**config.mk**
```make
export PLATFORM = sky130hd
export DESIGN_NAME = wtu_top
export DESIGN_NICKNAME = d
export VERILOG_FILES = /design/src/verilog/wtu_pkg.sv /design/src/verilog/wtu_sync.sv /design/src/verilog/wtu_unlock.sv /design/src/verilog/wtu_top.sv
export SDC_FILE = /design/constraint.sdc
export NUM_CORES = 1
export LEC_CHECK = 0
export ABC_AREA = 1
export BUFFER_PORTS_ARGS = -buffer_cell sky130_fd_sc_hd__buf_4
export CORE_UTILIZATION = 48
export CTS_CLUSTER_SIZE = 24
export DETAILED_ROUTE_END_ITERATION = 16
export HOLD_SLACK_MARGIN = 0.15
export PLACE_DENSITY = 0.77
export SYNTH_ARGS = -nofsm -noshare
export SYNTH_HDL_FRONTEND = slang
export SYNTH_SLANG_ARGS = --single-unit
```
**constraint.sdc**
```tcl
create_clock -name pclk -period 2.4 [get_ports pclk]
set_input_delay 0.72 -clock pclk [delete_from_list [all_inputs] [get_ports pclk]]
set_output_delay 0.72 -clock pclk [all_outputs]
set_load 0.02 [all_outputs]
```
**src/verilog/wtu_pkg.sv**
```systemverilog
// Package: register map, field layout, codes and counts of the watchdog
`default_nettype none

package wtu_pkg;

  ////////////////////////////////////////////////////////////////////////////
  // Register indices and byte addresses on the APB (one word each)
  localparam logic [11:0] CTRL_INDEX    = 12'h093;
  localparam logic [11:0] RESTART_INDEX = 12'h094;
  localparam logic [11:0] STATUS_INDEX  = 12'h095;
  localparam logic [11:0] MASK_INDEX    = 12'h096;
  localparam logic [11:0] CTRL_ADDR     = {CTRL_INDEX[9:0], 2'h0};
  localparam logic [11:0] RESTART_ADDR  = {RESTART_INDEX[9:0], 2'h0};
  localparam logic [11:0] STATUS_ADDR   = {STATUS_INDEX[9:0], 2'h0};
  localparam logic [11:0] MASK_ADDR     = {MASK_INDEX[9:0], 2'h0};

  ////////////////////////////////////////////////////////////////////////////
  // Control register fields
  localparam int unsigned EN_BIT       = 7;
  localparam int unsigned NMI_SEL_BIT  = 6;
  localparam int unsigned RST_FLAG_BIT = 5;
  localparam int unsigned CLK_SEL_LSB  = 3;
  localparam int unsigned PERIOD_LSB   = 0;
  localparam logic [1:0]  CLK_SYS      = 2'h0;
  localparam logic [1:0]  CLK_RTC      = 2'h1;
  localparam logic [1:0]  PERIOD_27    = 2'h0;
  localparam logic [1:0]  PERIOD_25    = 2'h1;
  localparam logic [1:0]  PERIOD_22    = 2'h2;
  localparam logic [1:0]  PERIOD_18    = 2'h3;

  ////////////////////////////////////////////////////////////////////////////
  // Restart unlock values
  localparam logic [7:0] UNLOCK_FIRST  = 8'hA5;
  localparam logic [7:0] UNLOCK_SECOND = 8'h5A;

  ////////////////////////////////////////////////////////////////////////////
  // Event status and mask layout
  localparam int unsigned STATUS_W    = 4;
  localparam int unsigned EV_TIMEOUT  = 0;
  localparam int unsigned EV_NMI      = 1;
  localparam int unsigned EV_RESTART  = 2;
  localparam int unsigned EV_BADSEQ   = 3;

  ////////////////////////////////////////////////////////////////////////////
  // Reset values and counts
  localparam logic [STATUS_W-1:0] STATUS_RESET = 4'h0;
  localparam logic [STATUS_W-1:0] MASK_RESET   = 4'h0;
  localparam int unsigned CNT_W             = 28;
  localparam int unsigned PERIOD27_CYCLES   = 134217728;
  localparam int unsigned PERIOD25_CYCLES   = 33554432;
  localparam int unsigned PERIOD22_CYCLES   = 4194304;
  localparam int unsigned PERIOD18_CYCLES   = 262144;
  localparam int unsigned RESET_HOLD_CYCLES = 16;

  ////////////////////////////////////////////////////////////////////////////
  // Types
  typedef struct packed {
    logic       enable;
    logic       nmi_sel;
    logic [1:0] clk_sel;
    logic [1:0] period_sel;
  } wtu_ctrl_t;

  localparam wtu_ctrl_t CTRL_RESET = '{1'b0, 1'b0, 2'h0, 2'h0};

  typedef enum logic [1:0] {
    WTU_OFF,
    WTU_RUN,
    WTU_HOLD
  } wtu_state_t;

endpackage : wtu_pkg

`default_nettype wire

```
**src/verilog/wtu_sync.sv**
```systemverilog
// Two-flop synchroniser for levels arriving from outside the pclk domain
`timescale 1ns/1ps
`default_nettype none

module wtu_sync #(
  parameter int unsigned WIDTH = 1
) (
  // Clock and reset
  input  wire logic             pclk,
  input  wire logic             presetn,
  // Levels
  input  wire logic [WIDTH-1:0] async_in,
  output logic      [WIDTH-1:0] sync_out
);

  logic [WIDTH-1:0] stage1;

  initial begin
    if (WIDTH < 1) begin
      $error("wtu_sync: WIDTH must be at least 1");
    end
  end

  always_ff @(posedge pclk or negedge presetn) begin
    if (!presetn) begin
      stage1   <= '0;
      sync_out <= '0;
    end else begin
      stage1   <= async_in;
      sync_out <= stage1;
    end
  end

endmodule : wtu_sync

`default_nettype wire

```
**src/verilog/wtu_unlock.sv**
```systemverilog
// Detector for the two-write restart unlock sequence
`timescale 1ns/1ps
`default_nettype none

module wtu_unlock (
  // Clock and reset
  input  wire logic       pclk,
  input  wire logic       presetn,
  // Restart register writes
  input  wire logic       wr_strobe,
  input  wire logic [7:0] wr_byte,
  input  wire logic       abandon,
  // Results
  output logic            restart,
  output logic            bad_seq,
  output logic            armed
);

  // Any first value starts afresh, so a repeated first value stays armed
  always_ff @(posedge pclk or negedge presetn) begin
    if (!presetn) begin
      armed <= 1'b0;
    end else if (abandon) begin
      armed <= 1'b0;
    end else if (wr_strobe) begin
      armed <= (wr_byte == wtu_pkg::UNLOCK_FIRST);
    end
  end

  always_comb begin
    restart = wr_strobe && !abandon && armed &&
              (wr_byte == wtu_pkg::UNLOCK_SECOND);
    bad_seq = wr_strobe && !abandon && !restart &&
              (wr_byte != wtu_pkg::UNLOCK_FIRST);
  end

endmodule : wtu_unlock

`default_nettype wire

```
**src/verilog/wtu_top.sv**
```systemverilog
// Watchdog timer: APB registers, down counter, reset and NMI response
//
// Contract
// - Disabled after any reset; counting starts when enable bit 7 written one.
// - Once enabled, writing zero to enable does nothing; only reset clears.
// - Period field 1:0 picks 2^27, 2^25, 2^22 or 2^18 cycles.
// - Clock field 4:3: 00 system clock, 01 real-time source; others reserved.
// - Every time-out sets reset-source flag bit 5, whatever the response.
// - Flag read-only; own reset keeps it; chip or debug-port reset clears.
// - Bit 6 zero: time-out resets device; one: time-out raises NMI.
// - Time-out outputs change level only on a rising clock edge.
// - Write A5h then 5Ah to restart register reloads counter, keeps counting.
// - Any gap allowed between unlock writes; a time-out in between voids it.
// - Restart register is 8-bit write-only, used only to detect unlock.
// - An NMI time-out sets a pollable flag naming the watchdog as cause.
//
// The implementer's own choice: the APB slave port, the other event status bits, the mask and the interrupt.
`timescale 1ns/1ps
`default_nettype none

module wtu_top #(
  parameter int unsigned PERIOD27_CYCLES = wtu_pkg::PERIOD27_CYCLES,
  parameter int unsigned PERIOD25_CYCLES = wtu_pkg::PERIOD25_CYCLES,
  parameter int unsigned PERIOD22_CYCLES = wtu_pkg::PERIOD22_CYCLES,
  parameter int unsigned PERIOD18_CYCLES = wtu_pkg::PERIOD18_CYCLES,
  parameter int unsigned RESET_HOLD      = wtu_pkg::RESET_HOLD_CYCLES
) (
  // Clock and reset
  input  wire logic        pclk,
  input  wire logic        presetn,
  // APB slave
  input  wire logic [11:0] paddr,
  input  wire logic        psel,
  input  wire logic        penable,
  input  wire logic        pwrite,
  input  wire logic [31:0] pwdata,
  input  wire logic [3:0]  pstrb,
  output logic      [31:0] prdata,
  output logic             pready,
  output logic             pslverr,
  // Asynchronous inputs
  input  wire logic        rtc_clk_src,
  input  wire logic        debug_reset_req,
  // Time-out responses and interrupt
  output logic             wdt_reset_out,
  output logic             nmi_out,
  output logic             irq
);

  ////////////////////////////////////////////////////////////////////////////
  // Elaboration checks
  localparam int unsigned CW = wtu_pkg::CNT_W;

  initial begin
    if (PERIOD27_CYCLES < 2 || PERIOD27_CYCLES >= (1 << CW) ||
        PERIOD25_CYCLES < 2 || PERIOD25_CYCLES >= (1 << CW) ||
        PERIOD22_CYCLES < 2 || PERIOD22_CYCLES >= (1 << CW) ||
        PERIOD18_CYCLES < 2 || PERIOD18_CYCLES >= (1 << CW)) begin
      $error("wtu_top: period counts must lie in 2 .. 2^CNT_W-1");
    end
    if (RESET_HOLD < 1 || RESET_HOLD > 255) begin
      $error("wtu_top: RESET_HOLD must lie in 1 .. 255");
    end
  end

  ////////////////////////////////////////////////////////////////////////////
  // Declarations
  wtu_pkg::wtu_ctrl_t            ctrl;
  wtu_pkg::wtu_state_t           state;
  logic                          rst_flag;
  logic [wtu_pkg::STATUS_W-1:0]  status;
  logic [wtu_pkg::STATUS_W-1:0]  mask;
  logic [wtu_pkg::STATUS_W-1:0]  events;
  logic [CW-1:0]                 count;
  logic [CW-1:0]                 reload_value;
  logic [7:0]                    hold_count;
  logic                          rtc_sync;
  logic                          rtc_prev;
  logic                          dbg_sync;
  logic                          tick;
  logic                          timeout;
  logic                          self_reset;
  logic                          setup;
  logic                          access;
  logic                          wr_low;
  logic                          hit_ctrl;
  logic                          hit_restart;
  logic                          hit_status;
  logic                          hit_mask;
  logic                          mapped;
  logic                          restart_wr;
  logic                          restart;
  logic                          bad_seq;
  logic                          armed;
  logic [31:0]                   next_prdata;

  ////////////////////////////////////////////////////////////////////////////
  // Synchronisers for the real-time source and the debug-port reset
  wtu_sync #(
    .WIDTH    (2)
  ) u_sync (
    .pclk     (pclk),
    .presetn  (presetn),
    .async_in ({debug_reset_req, rtc_clk_src}),
    .sync_out ({dbg_sync, rtc_sync})
  );

  always_ff @(posedge pclk or negedge presetn) begin
    if (!presetn) begin
      rtc_prev <= 1'b0;
    end else begin
      rtc_prev <= rtc_sync;
    end
  end

  // Counting tick; reserved clock codes hold the count still
  always_comb begin
    case (ctrl.clk_sel)
      wtu_pkg::CLK_SYS: tick = 1'b1;
      wtu_pkg::CLK_RTC: tick = rtc_prev && !rtc_sync;
      default:          tick = 1'b0;
    endcase
  end

  ////////////////////////////////////////////////////////////////////////////
  // APB decode
  always_comb begin
    setup       = psel && !penable;
    access      = psel && penable;
    wr_low      = access && pwrite && pstrb[0];
    hit_ctrl    = 1'b0;
    hit_restart = 1'b0;
    hit_status  = 1'b0;
    hit_mask    = 1'b0;
    if (paddr == wtu_pkg::CTRL_ADDR) begin
      hit_ctrl = 1'b1;
    end else if (paddr == wtu_pkg::RESTART_ADDR) begin
      hit_restart = 1'b1;
    end else if (paddr == wtu_pkg::STATUS_ADDR) begin
      hit_status = 1'b1;
    end else if (paddr == wtu_pkg::MASK_ADDR) begin
      hit_mask = 1'b1;
    end
    mapped     = hit_ctrl || hit_restart || hit_status || hit_mask;
    restart_wr = wr_low && hit_restart;
  end

  // Zero-wait slave; unmapped addresses answer with an error
  assign pready  = 1'b1;
  assign pslverr = access && !mapped;

  // Read data captured in the setup cycle so it comes from a flop
  always_comb begin
    next_prdata = 32'h0000_0000;
    if (hit_ctrl) begin
      next_prdata[wtu_pkg::EN_BIT]      = ctrl.enable;
      next_prdata[wtu_pkg::NMI_SEL_BIT] = ctrl.nmi_sel;
      next_prdata[wtu_pkg::RST_FLAG_BIT] = rst_flag;
      next_prdata[wtu_pkg::CLK_SEL_LSB +: 2] = ctrl.clk_sel;
      next_prdata[wtu_pkg::PERIOD_LSB +: 2]  = ctrl.period_sel;
    end else if (hit_status) begin
      next_prdata[wtu_pkg::STATUS_W-1:0] = status;
    end else if (hit_mask) begin
      next_prdata[wtu_pkg::STATUS_W-1:0] = mask;
    end
    // Restart register has no readable content: reads give zero
  end

  always_ff @(posedge pclk or negedge presetn) begin
    if (!presetn) begin
      prdata <= 32'h0000_0000;
    end else if (setup && !pwrite) begin
      prdata <= next_prdata;
    end
  end

  ////////////////////////////////////////////////////////////////////////////
  // Unlock sequence
  wtu_unlock u_unlock (
    .pclk      (pclk),
    .presetn   (presetn),
    .wr_strobe (restart_wr),
    .wr_byte   (pwdata[7:0]),
    .abandon   (timeout || self_reset || dbg_sync),
    .restart   (restart),
    .bad_seq   (bad_seq),
    .armed     (armed)
  );

  ////////////////////////////////////////////////////////////////////////////
  // Control register
  // Own reset re-initialises control, counter and unlock; cause flag, status and mask are kept
  assign self_reset = (state == wtu_pkg::WTU_HOLD) &&
                      (hold_count == 8'h01);

  always_ff @(posedge pclk or negedge presetn) begin
    if (!presetn) begin
      ctrl <= wtu_pkg::CTRL_RESET;
    end else if (dbg_sync || self_reset) begin
      ctrl <= wtu_pkg::CTRL_RESET;
    end else if (wr_low && hit_ctrl) begin
      ctrl.enable     <= ctrl.enable | pwdata[wtu_pkg::EN_BIT];
      ctrl.nmi_sel    <= pwdata[wtu_pkg::NMI_SEL_BIT];
      ctrl.clk_sel    <= pwdata[wtu_pkg::CLK_SEL_LSB +: 2];
      ctrl.period_sel <= pwdata[wtu_pkg::PERIOD_LSB +: 2];
    end
  end

  // Cause flag: cleared only by chip or debug-port reset
  always_ff @(posedge pclk or negedge presetn) begin
    if (!presetn) begin
      rst_flag <= 1'b0;
    end else if (timeout) begin
      rst_flag <= 1'b1;
    end else if (dbg_sync) begin
      rst_flag <= 1'b0;
    end
  end

  ////////////////////////////////////////////////////////////////////////////
  // Counter and sequencing
  always_comb begin
    case (ctrl.period_sel)
      wtu_pkg::PERIOD_27: reload_value = CW'(PERIOD27_CYCLES);
      wtu_pkg::PERIOD_25: reload_value = CW'(PERIOD25_CYCLES);
      wtu_pkg::PERIOD_22: reload_value = CW'(PERIOD22_CYCLES);
      default:            reload_value = CW'(PERIOD18_CYCLES);
    endcase
  end

  assign timeout = (state == wtu_pkg::WTU_RUN) && tick &&
                   (count == CW'(1));

  always_ff @(posedge pclk or negedge presetn) begin
    if (!presetn) begin
      state <= wtu_pkg::WTU_OFF;
    end else if (dbg_sync) begin
      state <= wtu_pkg::WTU_OFF;
    end else begin
      case (state)
        wtu_pkg::WTU_OFF: begin
          if (ctrl.enable) begin
            state <= wtu_pkg::WTU_RUN;
          end
        end
        wtu_pkg::WTU_RUN: begin
          if (timeout && !ctrl.nmi_sel) begin
            state <= wtu_pkg::WTU_HOLD;
          end
        end
        wtu_pkg::WTU_HOLD: begin
          if (self_reset) begin
            state <= wtu_pkg::WTU_OFF;
          end
        end
        default: state <= wtu_pkg::WTU_OFF;
      endcase
    end
  end

  // Restart reloads; NMI mode reloads on time-out and keeps running
  always_ff @(posedge pclk or negedge presetn) begin
    if (!presetn) begin
      count <= '0;
    end else if (state != wtu_pkg::WTU_RUN) begin
      count <= reload_value;
    end else if (restart) begin
      count <= reload_value;
    end else if (timeout) begin
      count <= reload_value;
    end else if (tick) begin
      count <= count - CW'(1);
    end
  end

  always_ff @(posedge pclk or negedge presetn) begin
    if (!presetn) begin
      hold_count <= 8'h00;
    end else if (timeout && !ctrl.nmi_sel) begin
      hold_count <= 8'(RESET_HOLD);
    end else if (state == wtu_pkg::WTU_HOLD) begin
      hold_count <= hold_count - 8'h01;
    end
  end

  // Registered responses: levels move only at the rising edge
  always_ff @(posedge pclk or negedge presetn) begin
    if (!presetn) begin
      wdt_reset_out <= 1'b0;
      nmi_out       <= 1'b0;
    end else begin
      wdt_reset_out <= (timeout && !ctrl.nmi_sel) ||
                       ((state == wtu_pkg::WTU_HOLD) && !self_reset);
      nmi_out       <= timeout && ctrl.nmi_sel;
    end
  end

  ////////////////////////////////////////////////////////////////////////////
  // Event status, mask and interrupt
  always_comb begin
    events = '0;
    events[wtu_pkg::EV_TIMEOUT] = timeout;
    events[wtu_pkg::EV_NMI]     = timeout && ctrl.nmi_sel;
    events[wtu_pkg::EV_RESTART] = restart && (state == wtu_pkg::WTU_RUN);
    events[wtu_pkg::EV_BADSEQ]  = bad_seq;
  end

  // Set wins over a write-one clear in the same cycle
  always_ff @(posedge pclk or negedge presetn) begin
    if (!presetn) begin
      status <= wtu_pkg::STATUS_RESET;
    end else if (dbg_sync) begin
      status <= wtu_pkg::STATUS_RESET;
    end else if (wr_low && hit_status) begin
      status <= (status & ~pwdata[wtu_pkg::STATUS_W-1:0]) | events;
    end else begin
      status <= status | events;
    end
  end

  always_ff @(posedge pclk or negedge presetn) begin
    if (!presetn) begin
      mask <= wtu_pkg::MASK_RESET;
    end else if (wr_low && hit_mask) begin
      mask <= pwdata[wtu_pkg::STATUS_W-1:0];
    end
  end

  always_ff @(posedge pclk or negedge presetn) begin
    if (!presetn) begin
      irq <= 1'b0;
    end else begin
      irq <= |(status & mask);
    end
  end

endmodule : wtu_top

`default_nettype wire

```
==> results by group <==
Timing
  • Unrepaired setup endpoints after global routing: yes
  • Fin worst setup slack: -0.0368 ns
  • Slew Limit Fails: 0
  • Final worst-path cycle share: 1.02
  • Final hold vios: 0
  • Hold slack: 0.281 ns
  • Layout Skew: 0.0152 ns
  • Crit path time final: between 2 and 2.5 ns
  • Max Clk Rate: 410 MHz
  • Endpoints failing setup: 1

Global routing
  • Largest net degree at the start of global routing: 44
  • Total track usage: 0.238
  • Vias in the first global route: 4,110
  • Initial antenna violation count: 0
  • GRT overflow: 0
  • First-pass GRT wire length: about 19,000 microns

Floorplanning
  • Die height: 97.8 microns
  • Die Wd: about 98 microns
  • Rows: 34
  • Initial core utilization: 0.500
  • Total die area: between 9000 and 10,000 sq um
  • I/O Pins: about 90
  • Total core area: 8810 sq um

Synth
  • Dominant synthesized flop cell: dfrtp_1
  • Netlist cell types: 36
  • Synthesized area per cell: 7.13 sq um
  • Mapped Area: 4400 sq um
  • EDFF count, synth: 0
  • #FFs+latches synth: 70
  • FFs w/ async S/R, synth: 1.00
  • Synth warn: 0
  • Post-Synthesis Cells: 618
  • Post-synthesis sequential area ratio: 0.398

Route
  • # DRC: 8
  • DR iter-0 viols: 266
  • Routed Antenna Nets: 0
  • Routed WL: 10,900 microns
  • DR vias/cell: 5.34
  • Wire per inst: approximately 14 microns
  • Detailed Routing Iterations Pass 1: 14
  • Routed vias: 4,232

Layout
  • Leading cell type in the layout, fill and taps excluded: nand2_1
  • Multi-input gate area: 2250 sq um
  • Antenna cells: 0
  • Area grow syn2layout: 16.4%
  • Most frequent cells in the layout: nand2_1 (151), nor2_1 (80), dfrtp_1 (70)
  • # fillers: 770
  • Storage element area: 1750 sq um
  • Share of cells above drive strength 1: 0.165
  • Post-layout util: 0.582
  • Nets: 738

Worst setup path
  • WP data required: 1.68 ns
  • Endpoint class of the critical path: primary output
  • Crit path DAT: 1.72 ns
  • Reg2reg path depth: 11
  • FF-to-FF End: count[24]$_DFFE_PN0P_
  • Startpoint Class: primary input
  • Top fanout value on the critical path: 5
  • Worst-path cell chain: buf_6 -> or2_4 -> nor2_4 -> nand3_2 -> nor2_4 -> inv_2 -> nand3_2 -> nor3_2 -> buf_4
  • Worst path buffer plus inverter count: 3
  • Slowest stage cell, crit path: or2_4
  • Slowest stage delay, CP: 0.29 ns
  • Crit path kind: in -> out
  • Top Family by Delay on Critical Path: simple AND/OR/NAND/NOR gates
  • Worst r2r src: count[13]$_DFFE_PN0P_
  • Reg-to-reg slack, setup: 0.27 ns

Place
  • Number of buffers added on ports: 39
  • Final Wtd Congestion: about 0.9
  • DP HPWL: approximately 7500 microns

Clock tree
  • Clock Sinks: 70
  • Clk pin slew, worst setup/hold paths: roughly 0.080 ns
  • CTS root buffer: clkbuf_8
  • Worst skew pair latency: 0.36 ns
  • H-tree depth: 3
  • CTS Buf Count: 9
  • Clk buf depth: 2
  • CTS tree: done

Run status
  • Failing checks: DRC, setup timing
  • Run status: finished with violations

Job
  • # Max-Cap Violations: 0

Power
  • Worst vdd ir: 0.000599 V
  • LEAKAGE: 2.70 nW
  • Pwr/cell area: 949 nW/um^2

Hold path
  • Worst min path class: in -> async
## worst reg2reg max path, cell delays in order, from the launching register on
cell     delay, ns
dfrtp_1       0.43
nor2_1        0.17
nand2_1       0.09
nor2_1        0.21
nand2_1       0.18
nor2_4        0.23
nor2_2        0.09
nand3_2       0.12
nand3_2       0.14
inv_4         0.25
nand2_1       0.10
nand2_1       0.07
## through the flow
stage / std cells / worst slack [ns] / power (mW) / setup TNS, ns / area (sq um)
6_report: 792 / -0.0368 / 4.86 / -0.0368 / 5130
5_1_grt: 792 / -0.0736 / 5.32 / -0.0736 / 5130
4_1_cts: 790 / -0.0309 / 4.86 / -0.0309 / 5080
3_5_place_dp: 764 / -0.150 / 3.95 / -1.74 / 4780
3_3_place_gp: 764 / -0.119 / 3.85 / -1.01 / 4780
2_1_floorplan: 641 / 0.0730 / 3.46 / 0 / 4500
## sequential cells by signal, summed over array words and instances (netlist names)
signal           count
count               28
hold_count           8
prdata               8
ctrl                 6
mask                 4
status               4
state                2
u_sync.stage1        2
u_sync.sync_out      2
irq                  1
nmi_out              1
rst_flag             1
rtc_prev             1
u_unlock.armed       1
wdt_reset_out        1
## area by class of cell
cell class / count / share of cell area
clock buffer: 10 / 0.0268
clock inverter: 6 / 0.00854
inverter: 76 / 0.0561
multi-input combinational: 455 / 0.438
sequential: 70 / 0.342
tap: 108 / 0.0264
timing repair buffer: 67 / 0.102
## worst max-delay path by stage
stage	from	endpoint	cells past startpoint
after global placement	paddr[1]	pslverr	9
after detailed placement	paddr[1]	pslverr	9
after CTS	paddr[0]	pslverr	9
final	paddr[1]	pslverr	9
after floorplan	paddr[1]	pslverr	7
after global routing	paddr[1]	pslverr	9
## cells in the mapped netlist (2+ instances only)
cell type | n | area (sq um)
o21ai_0 | 26 | 130
nand3_1 | 50 | 250
inv_1 | 72 | 270
nor2_4 | 2 | 22.5
nor2_2 | 2 | 12.5
nor2_1 | 82 | 308
a21oi_1 | 15 | 75.1
xor2_1 | 15 | 131
nor3_1 | 12 | 60.1
nand4_1 | 39 | 244
conb_1 | 2 | 7.51
o31ai_1 | 4 | 30.0
nand3_2 | 2 | 20.0
clkbuf_1 | 7 | 26.3
nand2_1 | 153 | 574
nor4_1 | 2 | 12.5
dfrtp_1 | 70 | 1750
buf_4 | 28 | 210
inv_2 | 4 | 15.0
o22ai_1 | 3 | 18.8
ha_1 | 4 | 50.1
buf_6 | 2 | 22.5
xnor2_1 | 6 | 52.6
o211ai_1 | 3 | 22.5
buf_2 | 2 | 10.0
## cell families (layout without fill, tap and decap cells)
kind of cell	count (synthesis)	count (layout)	share of synthesized area
AO/OA/AOI/OAI	57	57	0.0733
XOR/XNOR	21	21	0.0418
adder cells (fa/ha/maj)	4	4	0.0114
buffers and inverters	116	159	0.127
flip-flops	70	70	0.398
other	2	25	0.00171
AND/OR/NAND/NOR	348	348	0.347
## power breakdown
group	switching [mW]	total, mW	internal (mW)
Clock	0.491	0.900	0.409
Combinational	1.51	2.36	0.858
Sequential	0.206	1.60	1.40
## per-layer routing
metal  routed length, microns  vias to the layer above  share of wire  GRT usage
li1                         -                     2074              -          -
met1                     4810                     2002           0.44      0.309
met2                     5290                      138           0.49      0.403
met3                      642                       18          0.059     0.0480
met4                      140                        0          0.013     0.0699
met5                        0                        -              0          0
## what timing repair did
item,CTS,global route
resized for setup,10,16
buffers inserted,10,3
pin swaps,5,13
hold buffers,0,0
endpoints found under the setup margin,1,24
(Power assumes the default switching activity.)
